File: config.mk
export PLATFORM = sky130hd
export DESIGN_NAME = lies_event_select
export DESIGN_NICKNAME = d
export VERILOG_FILES = /design/src/rtl/lies_pkg.sv /design/src/rtl/lies_counter.sv /design/src/rtl/lies_event_select.sv
export SDC_FILE = /design/constraint.sdc
export NUM_CORES = 1
export LEC_CHECK = 0
export ABC_AREA = 0
export BUFFER_PORTS_ARGS = -buffer_cell sky130_fd_sc_hd__clkbuf_2
export CAP_MARGIN = 15
export CORE_ASPECT_RATIO = 2
export CORE_MARGIN = 2
export CORE_UTILIZATION = 62
export DETAILED_ROUTE_END_ITERATION = 10
export PLACE_DENSITY = 0.83
export SLEW_MARGIN = 5
export SYNTH_ARGS = -nofsm -noshare
export SYNTH_HDL_FRONTEND = slang
export SYNTH_SLANG_ARGS = --single-unit
File: constraint.sdc
create_clock -name hclk -period 11.9 [get_ports hclk]
set_clock_uncertainty 0.05 [all_clocks]
set_input_delay 2.38 -clock hclk [delete_from_list [all_inputs] [get_ports hclk]]
set_output_delay 2.38 -clock hclk [all_outputs]
set_load 0.005 [all_outputs]
File: src/rtl/lies_pkg.sv
package lies_pkg;

	// ----------------------------------------------------------------
	// sizes
	// ----------------------------------------------------------------
	localparam int LIES_NUM_CTR = 4;
	localparam int LIES_CLASS_N = 7;
	localparam int LIES_OCC_W   = 6;
	localparam int LIES_INC_W   = 9;
	localparam int LIES_CNT_W   = 32;

	// ----------------------------------------------------------------
	// event codes
	// ----------------------------------------------------------------
	localparam logic [7:0] LIES_EV_VN0_ALLOC = 8'h41;
	localparam logic [7:0] LIES_EV_VN1_ALLOC = 8'h42;
	localparam logic [7:0] LIES_EV_VN0_OCC   = 8'h45;
	localparam logic [7:0] LIES_EV_VN1_OCC   = 8'h46;
	localparam logic [7:0] LIES_EV_VN0_MISS  = 8'h4E;
	localparam logic [7:0] LIES_EV_VN1_MISS  = 8'h4F;

	// ----------------------------------------------------------------
	// message class bit positions in the unit mask
	// ----------------------------------------------------------------
	localparam int LIES_CLS_ADDR_REQ            = 0;
	localparam int LIES_CLS_ADDR_SNOOP          = 1;
	localparam int LIES_CLS_ADDR_RESPONSE       = 2;
	localparam int LIES_CLS_DATA_RESPONSE       = 3;
	localparam int LIES_CLS_DATA_WRITEBACK      = 4;
	localparam int LIES_CLS_DATA_NONCOH_BCAST   = 5;
	localparam int LIES_CLS_DATA_NONCOH_STD     = 6;

	// ----------------------------------------------------------------
	// register map and reset values
	// ----------------------------------------------------------------
	localparam logic [7:0]  LIES_CTL_BASE    = 8'h00;
	localparam logic [7:0]  LIES_CNT_BASE    = 8'h04;
	localparam logic [7:0]  LIES_CTR_STRIDE  = 8'h08;
	localparam logic [7:0]  LIES_FREEZE_OFS  = 8'h40;
	localparam logic [31:0] LIES_CTL_WMASK   = 32'h0040FFFF;
	localparam logic [31:0] LIES_CTL_RST     = 32'h00000000;
	localparam logic [31:0] LIES_CNT_RST     = 32'h00000000;
	localparam logic        LIES_FREEZE_RST  = 1'b0;
	localparam int          LIES_FREEZE_BIT  = 0;
	localparam logic [1:0]  LIES_HTRANS_NSEQ = 2'h2;

	// ----------------------------------------------------------------
	// types
	// ----------------------------------------------------------------
	typedef struct packed {
		logic [8:0] rsvd_hi;
		logic       enable;
		logic [5:0] rsvd_mid;
		logic [7:0] umask;
		logic [7:0] event_code;
	} lies_ctl_t;

	typedef struct packed {
		logic [LIES_CLASS_N-1:0]                 alloc;
		logic [LIES_CLASS_N-1:0]                 slot_miss;
		logic [LIES_CLASS_N-1:0][LIES_OCC_W-1:0] occ;
	} lies_vn_ev_t;

endpackage

File: src/rtl/lies_counter.sv
`timescale 1ns/10ps
module lies_counter
	import lies_pkg::*;
(
	input  wire logic                  hclk,
	input  wire logic                  hresetn,
	input  wire logic                  wr_en,
	input  wire logic [LIES_CNT_W-1:0] wr_data,
	input  wire logic                  add_en,
	input  wire logic [LIES_INC_W-1:0] inc,
	output logic      [LIES_CNT_W-1:0] count
);

	logic [LIES_CNT_W-1:0] count_reg;
	logic [LIES_CNT_W-1:0] count_next;

	// ----------------------------------------------------------------
	// accumulate
	// ----------------------------------------------------------------
	always_comb
	begin
		count_next = count_reg;
		if (wr_en)
			count_next = wr_data;
		else if (add_en) // [RQ15]
			count_next = count_reg + {{(LIES_CNT_W-LIES_INC_W){1'b0}}, inc};
	end

	always_ff @(posedge hclk or negedge hresetn)
	begin
		if (!hresetn)
			count_reg <= LIES_CNT_RST;
		else
			count_reg <= count_next;
	end

	assign count = count_reg;

	chk_hold_when_off: assert property (@(posedge hclk) disable iff (!hresetn) // [RQ15]
		(!add_en && !wr_en) |=> $stable(count))
		else $error("counter moved while not enabled");

	chk_write_loads: assert property (@(posedge hclk) disable iff (!hresetn)
		wr_en |=> (count == $past(wr_data)))
		else $error("counter write not loaded");

endmodule

File: src/rtl/lies_event_select.sv
// Overview of operation
// RQ1: code 41h counts net-zero ingress allocations
// RQ2: code 42h selects net-one ingress events
// RQ3: net-one insert adds each matching allocation
// RQ4: code 45h gives net-zero occupancy
// RQ5: code 46h gives net-one occupancy
// RQ6: occupancy adds matching entry count each cycle
// RQ7: code 4Eh counts net-zero slot misses
// RQ8: code 4Fh counts net-one slot misses
// RQ9: miss means ready message, flit slot empty
// RQ10: every counter selects its event independently
// RQ11: mask bits 15:8; address ring classes 0-2
// RQ12: data ring response, writeback, broadcast bits 3-5
// RQ13: mask bit 6 selects non-coherent standard
// RQ14: several mask bits combine as OR; the code adds the counts of all selected classes
// RQ15: add only when enabled and not frozen
`timescale 1ns/10ps
module lies_event_select
	import lies_pkg::*;
(
	input  wire logic        hclk,
	input  wire logic        hresetn,
	input  wire logic        hsel,
	input  wire logic [31:0] haddr,
	input  wire logic [1:0]  htrans,
	input  wire logic        hwrite,
	input  wire logic [2:0]  hsize,
	input  wire logic [31:0] hwdata,
	input  wire logic        hready,
	output logic             hreadyout,
	output logic             hresp,
	output logic      [31:0] hrdata,
	input  wire lies_vn_ev_t vn0_ev,
	input  wire lies_vn_ev_t vn1_ev
);

	// ----------------------------------------------------------------
	// bus slave state
	// ----------------------------------------------------------------
	logic        ap_valid_reg;
	logic        ap_valid_next;
	logic        ap_write_reg;
	logic        ap_write_next;
	logic        ap_hit_reg;
	logic        ap_hit_next;
	logic [7:0]  ap_addr_reg;
	logic [7:0]  ap_addr_next;
	logic [31:0] hrdata_reg;
	logic [31:0] hrdata_next;
	logic        ap_take;
	logic        wr_active;
	logic [31:0] rd_value;

	// ----------------------------------------------------------------
	// control state
	// ----------------------------------------------------------------
	lies_ctl_t             ctl_reg  [LIES_NUM_CTR];
	lies_ctl_t             ctl_next [LIES_NUM_CTR];
	logic                  freeze_reg;
	logic                  freeze_next;
	logic [LIES_NUM_CTR-1:0] cnt_wr;
	logic [LIES_CNT_W-1:0] count_w  [LIES_NUM_CTR];
	logic [LIES_INC_W-1:0] inc_w    [LIES_NUM_CTR];

	// zero-wait slave, always OKAY
	assign hreadyout = 1'b1;
	assign hresp     = 1'b0;
	assign hrdata    = hrdata_reg;

	// ----------------------------------------------------------------
	// address phase capture and read mux
	// ----------------------------------------------------------------
	assign ap_take   = hsel && (htrans == LIES_HTRANS_NSEQ) && hready;
	assign wr_active = ap_valid_reg && ap_write_reg && ap_hit_reg;

	always_comb
	begin
		rd_value = 32'h00000000;
		if (haddr[31:8] == 24'h000000)
		begin
			if (haddr[7:0] == LIES_FREEZE_OFS)
				rd_value[LIES_FREEZE_BIT] = freeze_reg;
			for (int i = 0; i < LIES_NUM_CTR; i++)
			begin
				if (haddr[7:0] == 8'(LIES_CTL_BASE + LIES_CTR_STRIDE * i))
					rd_value = ctl_reg[i];
				if (haddr[7:0] == 8'(LIES_CNT_BASE + LIES_CTR_STRIDE * i))
					rd_value = count_w[i];
			end
		end
	end

	always_comb
	begin
		ap_valid_next = ap_take;
		ap_write_next = ap_write_reg;
		ap_hit_next   = ap_hit_reg;
		ap_addr_next  = ap_addr_reg;
		hrdata_next   = hrdata_reg;
		if (ap_take)
		begin
			ap_write_next = hwrite;
			ap_hit_next   = (haddr[31:8] == 24'h000000) && (hsize == 3'h2);
			ap_addr_next  = haddr[7:0];
			if (!hwrite)
				hrdata_next = rd_value;
		end
	end

	always_ff @(posedge hclk or negedge hresetn)
	begin
		if (!hresetn)
		begin
			ap_valid_reg <= 1'b0;
			ap_write_reg <= 1'b0;
			ap_hit_reg   <= 1'b0;
			ap_addr_reg  <= 8'h00;
			hrdata_reg   <= 32'h00000000;
		end
		else
		begin
			ap_valid_reg <= ap_valid_next;
			ap_write_reg <= ap_write_next;
			ap_hit_reg   <= ap_hit_next;
			ap_addr_reg  <= ap_addr_next;
			hrdata_reg   <= hrdata_next;
		end
	end

	// ----------------------------------------------------------------
	// register writes in the data phase
	// ----------------------------------------------------------------
	always_comb
	begin
		freeze_next = freeze_reg;
		cnt_wr      = '0;
		if (wr_active && (ap_addr_reg == LIES_FREEZE_OFS))
			freeze_next = hwdata[LIES_FREEZE_BIT];
		for (int i = 0; i < LIES_NUM_CTR; i++)
		begin
			ctl_next[i] = ctl_reg[i];
			if (wr_active && (ap_addr_reg == 8'(LIES_CTL_BASE + LIES_CTR_STRIDE * i)))
				ctl_next[i] = hwdata & LIES_CTL_WMASK; // [RQ11]
			if (wr_active && (ap_addr_reg == 8'(LIES_CNT_BASE + LIES_CTR_STRIDE * i)))
				cnt_wr[i] = 1'b1;
		end
	end

	always_ff @(posedge hclk or negedge hresetn)
	begin
		if (!hresetn)
		begin
			freeze_reg <= LIES_FREEZE_RST;
			for (int i = 0; i < LIES_NUM_CTR; i++)
				ctl_reg[i] <= LIES_CTL_RST;
		end
		else
		begin
			freeze_reg <= freeze_next;
			for (int i = 0; i < LIES_NUM_CTR; i++)
				ctl_reg[i] <= ctl_next[i];
		end
	end

	chk_bus_okay: assert property (@(posedge hclk) disable iff (!hresetn)
		hreadyout && !hresp)
		else $error("slave not ready or not okay");

	chk_ctl_reserved: assert property (@(posedge hclk) disable iff (!hresetn) // [RQ11]
		(wr_active && (ap_addr_reg == LIES_CTL_BASE)) |=> (ctl_reg[0] == ($past(hwdata) & LIES_CTL_WMASK)))
		else $error("control write not stored under mask");

	// ----------------------------------------------------------------
	// bus side checks
	// ----------------------------------------------------------------
	chk_freeze_store: assert property (@(posedge hclk) disable iff (!hresetn) // [RQ15]
		(wr_active && (ap_addr_reg == LIES_FREEZE_OFS)) |=> (freeze_reg == $past(hwdata[LIES_FREEZE_BIT])))
		else $error("freeze write not stored");

	chk_unmapped_read: assert property (@(posedge hclk) disable iff (!hresetn)
		(ap_take && !hwrite && (haddr[31:8] != 24'h000000)) |=> (hrdata == 32'h00000000))
		else $error("unmapped read not zero");

	chk_read_hold: assert property (@(posedge hclk) disable iff (!hresetn)
		(!ap_take) |=> $stable(hrdata))
		else $error("read data moved without a read");

	// ----------------------------------------------------------------
	// per-counter event selection
	// ----------------------------------------------------------------
	for (genvar g = 0; g < LIES_NUM_CTR; g++)
	begin : gen_ctr
		logic [LIES_CLASS_N-1:0] cls;
		logic [LIES_CLASS_N-1:0] m0_alloc;
		logic [LIES_CLASS_N-1:0] m1_alloc;
		logic [LIES_CLASS_N-1:0] m0_miss;
		logic [LIES_CLASS_N-1:0] m1_miss;
		logic [LIES_INC_W-1:0]   inc;
		logic                    add_en;
		logic                    known;
		logic [7:0]              code;

		// bits 0-2 address ring, 3-5 data ring, 6 non-coherent standard
		assign cls      = ctl_reg[g].umask[LIES_CLASS_N-1:0]; // [RQ11] [RQ12] [RQ13]
		assign code     = ctl_reg[g].event_code;
		assign m0_alloc = vn0_ev.alloc & cls;
		assign m1_alloc = vn1_ev.alloc & cls;
		assign m0_miss  = vn0_ev.slot_miss & cls;
		assign m1_miss  = vn1_ev.slot_miss & cls;
		assign add_en   = ctl_reg[g].enable && !freeze_reg; // [RQ15]
		assign known    = (code == LIES_EV_VN0_ALLOC) || (code == LIES_EV_VN1_ALLOC) ||
				  (code == LIES_EV_VN0_OCC) || (code == LIES_EV_VN1_OCC) ||
				  (code == LIES_EV_VN0_MISS) || (code == LIES_EV_VN1_MISS);

		// each counter decodes its own control word [RQ10]
		always_comb
		begin
			inc = '0;
			for (int c = 0; c < LIES_CLASS_N; c++)
			begin
				// any selected class contributes [RQ14]
				if (cls[c])
				begin
					unique case (code)
						LIES_EV_VN0_ALLOC: inc = inc + {8'h00, vn0_ev.alloc[c]};     // [RQ1]
						LIES_EV_VN1_ALLOC: inc = inc + {8'h00, vn1_ev.alloc[c]};     // [RQ2] [RQ3]
						LIES_EV_VN0_OCC:   inc = inc + {3'h0, vn0_ev.occ[c]};        // [RQ4] [RQ6]
						LIES_EV_VN1_OCC:   inc = inc + {3'h0, vn1_ev.occ[c]};        // [RQ5] [RQ6]
						// miss strobe: ready message, flit sent with slot empty
						LIES_EV_VN0_MISS:  inc = inc + {8'h00, vn0_ev.slot_miss[c]}; // [RQ7] [RQ9]
						LIES_EV_VN1_MISS:  inc = inc + {8'h00, vn1_ev.slot_miss[c]}; // [RQ8] [RQ9]
						default:           inc = inc;
					endcase
				end
			end
		end

		assign inc_w[g] = inc;

		lies_counter u_counter (
			.hclk    (hclk),
			.hresetn (hresetn),
			.wr_en   (cnt_wr[g]),
			.wr_data (hwdata),
			.add_en  (add_en),
			.inc     (inc_w[g]),
			.count   (count_w[g])
		);

		chk_vn0_alloc_sum: assert property (@(posedge hclk) disable iff (!hresetn) // [RQ1]
			(code == LIES_EV_VN0_ALLOC && add_en && !cnt_wr[g])
			|=> (count_w[g] == $past(count_w[g]) + 32'($countones($past(m0_alloc)))))
			else $error("net-zero allocation count wrong");

		chk_vn1_alloc_sum: assert property (@(posedge hclk) disable iff (!hresetn) // [RQ3]
			(code == LIES_EV_VN1_ALLOC && add_en && !cnt_wr[g])
			|=> (count_w[g] == $past(count_w[g]) + 32'($countones($past(m1_alloc)))))
			else $error("net-one allocation count wrong");

		chk_vn0_occ_req: assert property (@(posedge hclk) disable iff (!hresetn) // [RQ6]
			(code == LIES_EV_VN0_OCC && ctl_reg[g].umask == 8'h01 && add_en && !cnt_wr[g])
			|=> (count_w[g] == $past(count_w[g]) + 32'($past(vn0_ev.occ[LIES_CLS_ADDR_REQ]))))
			else $error("net-zero occupancy not accumulated");

		chk_vn1_occ_ncs: assert property (@(posedge hclk) disable iff (!hresetn) // [RQ5]
			(code == LIES_EV_VN1_OCC && ctl_reg[g].umask == 8'h40 && add_en && !cnt_wr[g])
			|=> (count_w[g] == $past(count_w[g]) + 32'($past(vn1_ev.occ[LIES_CLS_DATA_NONCOH_STD]))))
			else $error("net-one occupancy not accumulated");

		chk_vn0_miss_sum: assert property (@(posedge hclk) disable iff (!hresetn) // [RQ7]
			(code == LIES_EV_VN0_MISS && add_en && !cnt_wr[g])
			|=> (count_w[g] == $past(count_w[g]) + 32'($countones($past(m0_miss)))))
			else $error("net-zero slot miss count wrong");

		chk_vn1_miss_sum: assert property (@(posedge hclk) disable iff (!hresetn) // [RQ8]
			(code == LIES_EV_VN1_MISS && add_en && !cnt_wr[g])
			|=> (count_w[g] == $past(count_w[g]) + 32'($countones($past(m1_miss)))))
			else $error("net-one slot miss count wrong");

		chk_unknown_code: assert property (@(posedge hclk) disable iff (!hresetn) // [RQ10]
			(!known && !cnt_wr[g]) |=> $stable(count_w[g]))
			else $error("counter moved on unknown code");

		chk_freeze_hold: assert property (@(posedge hclk) disable iff (!hresetn) // [RQ15]
			(freeze_reg && !cnt_wr[g]) [*2] |-> $stable(count_w[g]))
			else $error("counter moved while frozen");

		chk_disabled_hold: assert property (@(posedge hclk) disable iff (!hresetn) // [RQ15]
			(!ctl_reg[g].enable && !cnt_wr[g]) |=> $stable(count_w[g]))
			else $error("counter moved while disabled");

		chk_write_wins: assert property (@(posedge hclk) disable iff (!hresetn)
			cnt_wr[g] |=> (count_w[g] == $past(hwdata)))
			else $error("counter write lost to increment");

		chk_pulse_limit: assert property (@(posedge hclk) disable iff (!hresetn) // [RQ14]
			((code == LIES_EV_VN0_ALLOC) || (code == LIES_EV_VN1_ALLOC) ||
			 (code == LIES_EV_VN0_MISS) || (code == LIES_EV_VN1_MISS)) |-> (inc <= 9'h007))
			else $error("pulse increment above class count");

		chk_empty_mask: assert property (@(posedge hclk) disable iff (!hresetn) // [RQ11]
			((cls == '0) && !cnt_wr[g]) |=> $stable(count_w[g]))
			else $error("counter moved with empty mask");
	end

endmodule

==> results of run 1 <==
==> Yosys cell counts (all sizes together) (74+ instances only) <==
library cell    n
a21oi         292
a22o          150
clkbuf        120
dfrtp         240
ha            180
inv           127
mux2          121
mux2i          79
nand2         232
nor2          340
o21ai         168
xnor2         133
xor2           74
==> kinds of logic after synthesis <==
group                      count (synthesis)  share of synthesized area
adders and majority gates                209                      0.113
DFF                                      240                      0.241
other                                      2                   0.000302
and+or+nand+nor                          926                      0.177
buffers and inverters                    274                     0.0425
muxes                                    200                     0.0865
AOI/OAI and AO/OA                        984                      0.264
xor gates and xnor gates                 209                     0.0746
==> per-stage QoR <==
stage / std cells / cell area (sq um) / util / hold WS, ns
after floorplan: 3044 / 24900 / - / 0.395
after global placement: 3710 / 26600 / 0.674 / 0.408
after detailed placement: 3710 / 26600 / 0.674 / 0.425
after CTS: 3743 / 27300 / 0.690 / 0.443
==> metal layers <==
| layer | track usage | overflow |
|---|---|---|
| met5 | 0.0256 | 0 |
| met4 | 0.699 | 35 |
| met2 | 0.880 | 54 |
| met3 | 0.309 | 0 |
| met1 | 0.569 | 0 |
==> flow_summary.json, run 1 <==
{
  "grt_max_degree": 99,
  "io_pins": 220,
  "synth-seq-cells": 240,
  "dp_slack_ns": 0.299,
  "synth_edf_count": 0,
  "yosys_most_used_dff": "dfrtp_1",
  "haltStage": "global routing (5_1_grt)",
  "die_x_um": 146,
  "grt_usage": 0.605,
  "grt_pass1_wl_um": 192000,
  "htreeDepth": 1,
  "io_buffer_count": 217,
  "die_h_um": 287,
  "synth_cells": 3044,
  "gp_congestion": 1.14,
  "rows": 103,
  "post-synth-top-area-cell": "dfrtp_1",
  "synthArstFlopShare": 1.00,
  "syn_nets": 3438,
  "dp_hpwl_um": 88300,
  "cts_resized": 0,
  "yosysSeqAreaShare": 0.241,
  "avgSynthCellArea_sq_um": 8.18,
  "root_buffer": "clkbuf_16",
  "synth.top_cell.area_share": 0.241,
  "first_global_vias": 29975,
  "hold_buffers": 0,
  "synth_area_sq_um": 24900,
  "ys_warn_count": 0,
  "numCtsBuffers": 19,
  "initial_core_util": 0.629,
  "clockBufferDepth": 3,
  "clock-sinks": 240,
  "synth_area_leaders": "dfrtp_1 24%, ha_1 9.0%, a21oi_1 5.9%, mux2_2 5.5%, a22o_1 5.3%",
  "cts_setup_buffers": 0,
  "status": "stopped before the end",
  "ys_types": 90,
  "error": "[ERROR GRT-0116] Global routing finished with congestion. Check the congestion regions in the DRC Viewer.",
  "overflow": 89
}
==> run 2, diff against run 1 <==
--- a/config.mk
+++ b/config.mk
@@ -8,11 +8,10 @@
 export ABC_AREA = 0
 export BUFFER_PORTS_ARGS = -buffer_cell sky130_fd_sc_hd__clkbuf_2
 export CAP_MARGIN = 15
-export CORE_ASPECT_RATIO = 2
 export CORE_MARGIN = 2
-export CORE_UTILIZATION = 62
+export CORE_UTILIZATION = 40
 export DETAILED_ROUTE_END_ITERATION = 10
-export PLACE_DENSITY = 0.83
+export PLACE_DENSITY_LB_ADDON = 0.15
 export SLEW_MARGIN = 5
 export SYNTH_ARGS = -nofsm -noshare
 export SYNTH_HDL_FRONTEND = slang
==> run 2 against run 1 <==
The run now ends clean. Synthesized area unchanged. Synthesized cell count is the same.
==> flow_summary.json, run 2 <==
{
  "initial_core_util": 0.404,
  "syn_nets": 3438,
  "cap_violations": 0,
  "path_common_cell": "a21oi_1",
  "r2r_end": "gen_ctr[3].u_counter.count[16]",
  "synth_cells": 3044,
  "critPathMaxFanout": 6,
  "routed_wirelength_um": 104000,
  "hold_class": "flop to flop",
  "setup_tns_ns": 0,
  "multi_input_area_sq_um": 17900,
  "drtIter0Drc": 1930,
  "area_growth_pct": 11.5,
  "die_area_sq_um": 64300,
  "timing.fmax_mhz": 89.1,
  "slew_viol_final": 0,
  "seqCellArea_sq_um": 6010,
  "p_leak_nw": 12.4,
  "gr-usage-met3": 0.0286,
  "viasPerCell": 6.11,
  "clockBufferDepth": 3,
  "min_to": "ap_write_reg",
  "grt_pass1_wl_um": 153000,
  "dp_hpwl_um": 82500,
  "slowest_stage": "o21a_1",
  "final_cell_mix": "333 x nor2_1, 290 x a21oi_1, 240 x dfrtp_1",
  "synth.most_common_cell": "nor2_1",
  "worst_hold_path.num_cells": 2,
  "synth_area_sq_um": 24900,
  "synthArstFlopShare": 1.00,
  "fillers": 6163,
  "via_count": 24758,
  "finalSetupViolations": 0,
  "ys_warn_count": 0,
  "synth_edf_count": 0,
  "clk_pin_slew_ns": 0.06,
  "rrSetupSlack_ns": 0.73,
  "antenna_found_initial": 4,
  "yosysSeqAreaShare": 0.241,
  "clock_latency_ns": 0.55,
  "yosys_most_used_dff": "dfrtp_1",
  "die_h_um": 254,
  "slowest_delay_ns": 0.46,
  "cts_tree": "built",
  "first_pass_iters": 6,
  "ir_drop_uv": 113,
  "post-route-period-util": 0.943,
  "die_x_um": 254,
  "numPlacedInstances": 4003,
  "root_buffer": "clkbuf_16",
  "hold_buffers": 0,
  "crit_required_ns": 12.26,
  "rr_worst_depth": 51,
  "layout_commonest_cell": "nor2_1",
  "arrival_ns": 11.58,
  "first_global_vias": 24058,
  "numCtsBuffers": 25,
  "critPathCaptureType": "flop",
  "ys_top_cells_by_count": "339 x nor2_1, 292 x a21oi_1, 240 x dfrtp_1",
  "rows": 91,
  "synth.top_cell.area_share": 0.241,
  "met2_usage": 0.526,
  "worst-setup-path-type": "primary input to flop",
  "io_pins": 220,
  "grt_usage": 0.319,
  "layout-drive-gt1-share": 0.147,
  "largest_reg_flops": 128,
  "final-hold-violation-count": 0,
  "grt_max_degree": 116,
  "avgSynthCellArea_sq_um": 8.18,
  "top_usage_layer": "met2",
  "layout.nets": 3587,
  "post-synth-top-area-cell": "dfrtp_1",
  "overflow": 0,
  "rsz0062_at_grt": "false",
  "cellPowerDensity_nw_per_um2": 78.7,
  "synth-seq-cells": 240,
  "max_slew.worst_pin.slew_ns": 1.08,
  "met1_usage": 0.412,
  "status": "completed",
  "reg2reg_from": "gen_ctr[3].code[5]",
  "synth_area_leaders": "dfrtp_1 24%, ha_1 9.0%, a21oi_1 5.9%, mux2_2 5.5%, a22o_1 5.3%",
  "ys_types": 90,
  "min_from": "ap_write_reg",
  "htreeDepth": 1,
  "critPathLaunchType": "primary input",
  "post_drt_wl_per_cell_um": 25.7,
  "postRouteAntennaNets": 0,
  "io_buffer_count": 217,
  "clock-sinks": 240,
  "finalCriticalPeriod_ns": 11.23,
  "totalPowerFinal_mw": 2.19,
  "gp_congestion": 0.959,
  "remaining_drc_errors": 0,
  "core_area_sq_um": 61600,
  "relSlewSlack": 0.278,
  "finalNonFillerCells": 4054
}
## run 2: cell counts after synthesis
No cell type changed its count.
## run 2: repair_timing
item,CTS,global route
endpoints found under the hold margin,0,0
gates resized for setup,0,5
setup buffers,0,0
setup endpoints to repair,0,22
## run 2: cell type report
class	count	area share
multi-input cells	2530	0.644
flip-flops and latches	240	0.216
inverters	128	0.0173
clock buffers	38	0.0272
well taps	837	0.0377
diodes	5	0.000451
repair buffers	268	0.0533
clock inverters	8	0.00347
## run 2: worst max-delay path: cells and delay by family
kind                       cells  cell delay (ns)
AOI/OAI and AO/OA             17             3.25
and+or+nand+nor               11             2.03
buffers and inverters          3             0.46
xor gates and xnor gates       6             1.01
adders and majority gates      7             2.23
muxes                          1             0.19
## run 2: metrics by stage
step | worst slack, ns | area (sq um) | hold slack, ns | util
after CTS | 0.657 | 27700 | 0.433 | 0.450
final | 0.673 | 27800 | 0.426 | 0.451
after global placement | 0.243 | 26900 | 0.409 | 0.437
after detailed placement | 0.0856 | 26900 | 0.419 | 0.437
after global routing | 0.0207 | 27800 | 0.457 | 0.451
after floorplan | 1.18 | 24900 | 0.395 | -
## run 2: cell families after synthesis
group	synth area share
compound gates	0.264
xor+xnor	0.0746
fa+ha+maj	0.113
buf+inv	0.0425
flops	0.241
mux	0.0865
other cells	0.000302
simple gates	0.177
## run 2: how the worst max path moves through the flow
stage,slack [ns],start,endpoint
2_1_floorplan,1.18,vn1_ev[42],gen_ctr[3].u_counter.count[27]
3_3_place_gp,0.24,vn1_ev[50],gen_ctr[0].u_counter.count[25]
3_5_place_dp,0.09,vn1_ev[42],gen_ctr[3].u_counter.count[27]
4_1_cts,0.66,vn1_ev[42],gen_ctr[3].u_counter.count[31]
5_1_grt,0.02,vn1_ev[42],gen_ctr[3].u_counter.count[16]
6_report,0.67,vn1_ev[49],gen_ctr[2].u_counter.count[29]
## run 2: routing by layer
metal	routed length (um)	up-vias
met5	0	-
met3	6820	203
met1	43200	12053
li1	-	11464
met2	47800	1038
met4	6170	0
## run 2: where the power goes
group / switching [mW] / internal, mW
registers: 0.0989 / 0.880
clock network: 0.344 / 0.480
logic: 0.233 / 0.150
No activity file was read; power rests on OpenSTA's default activity.
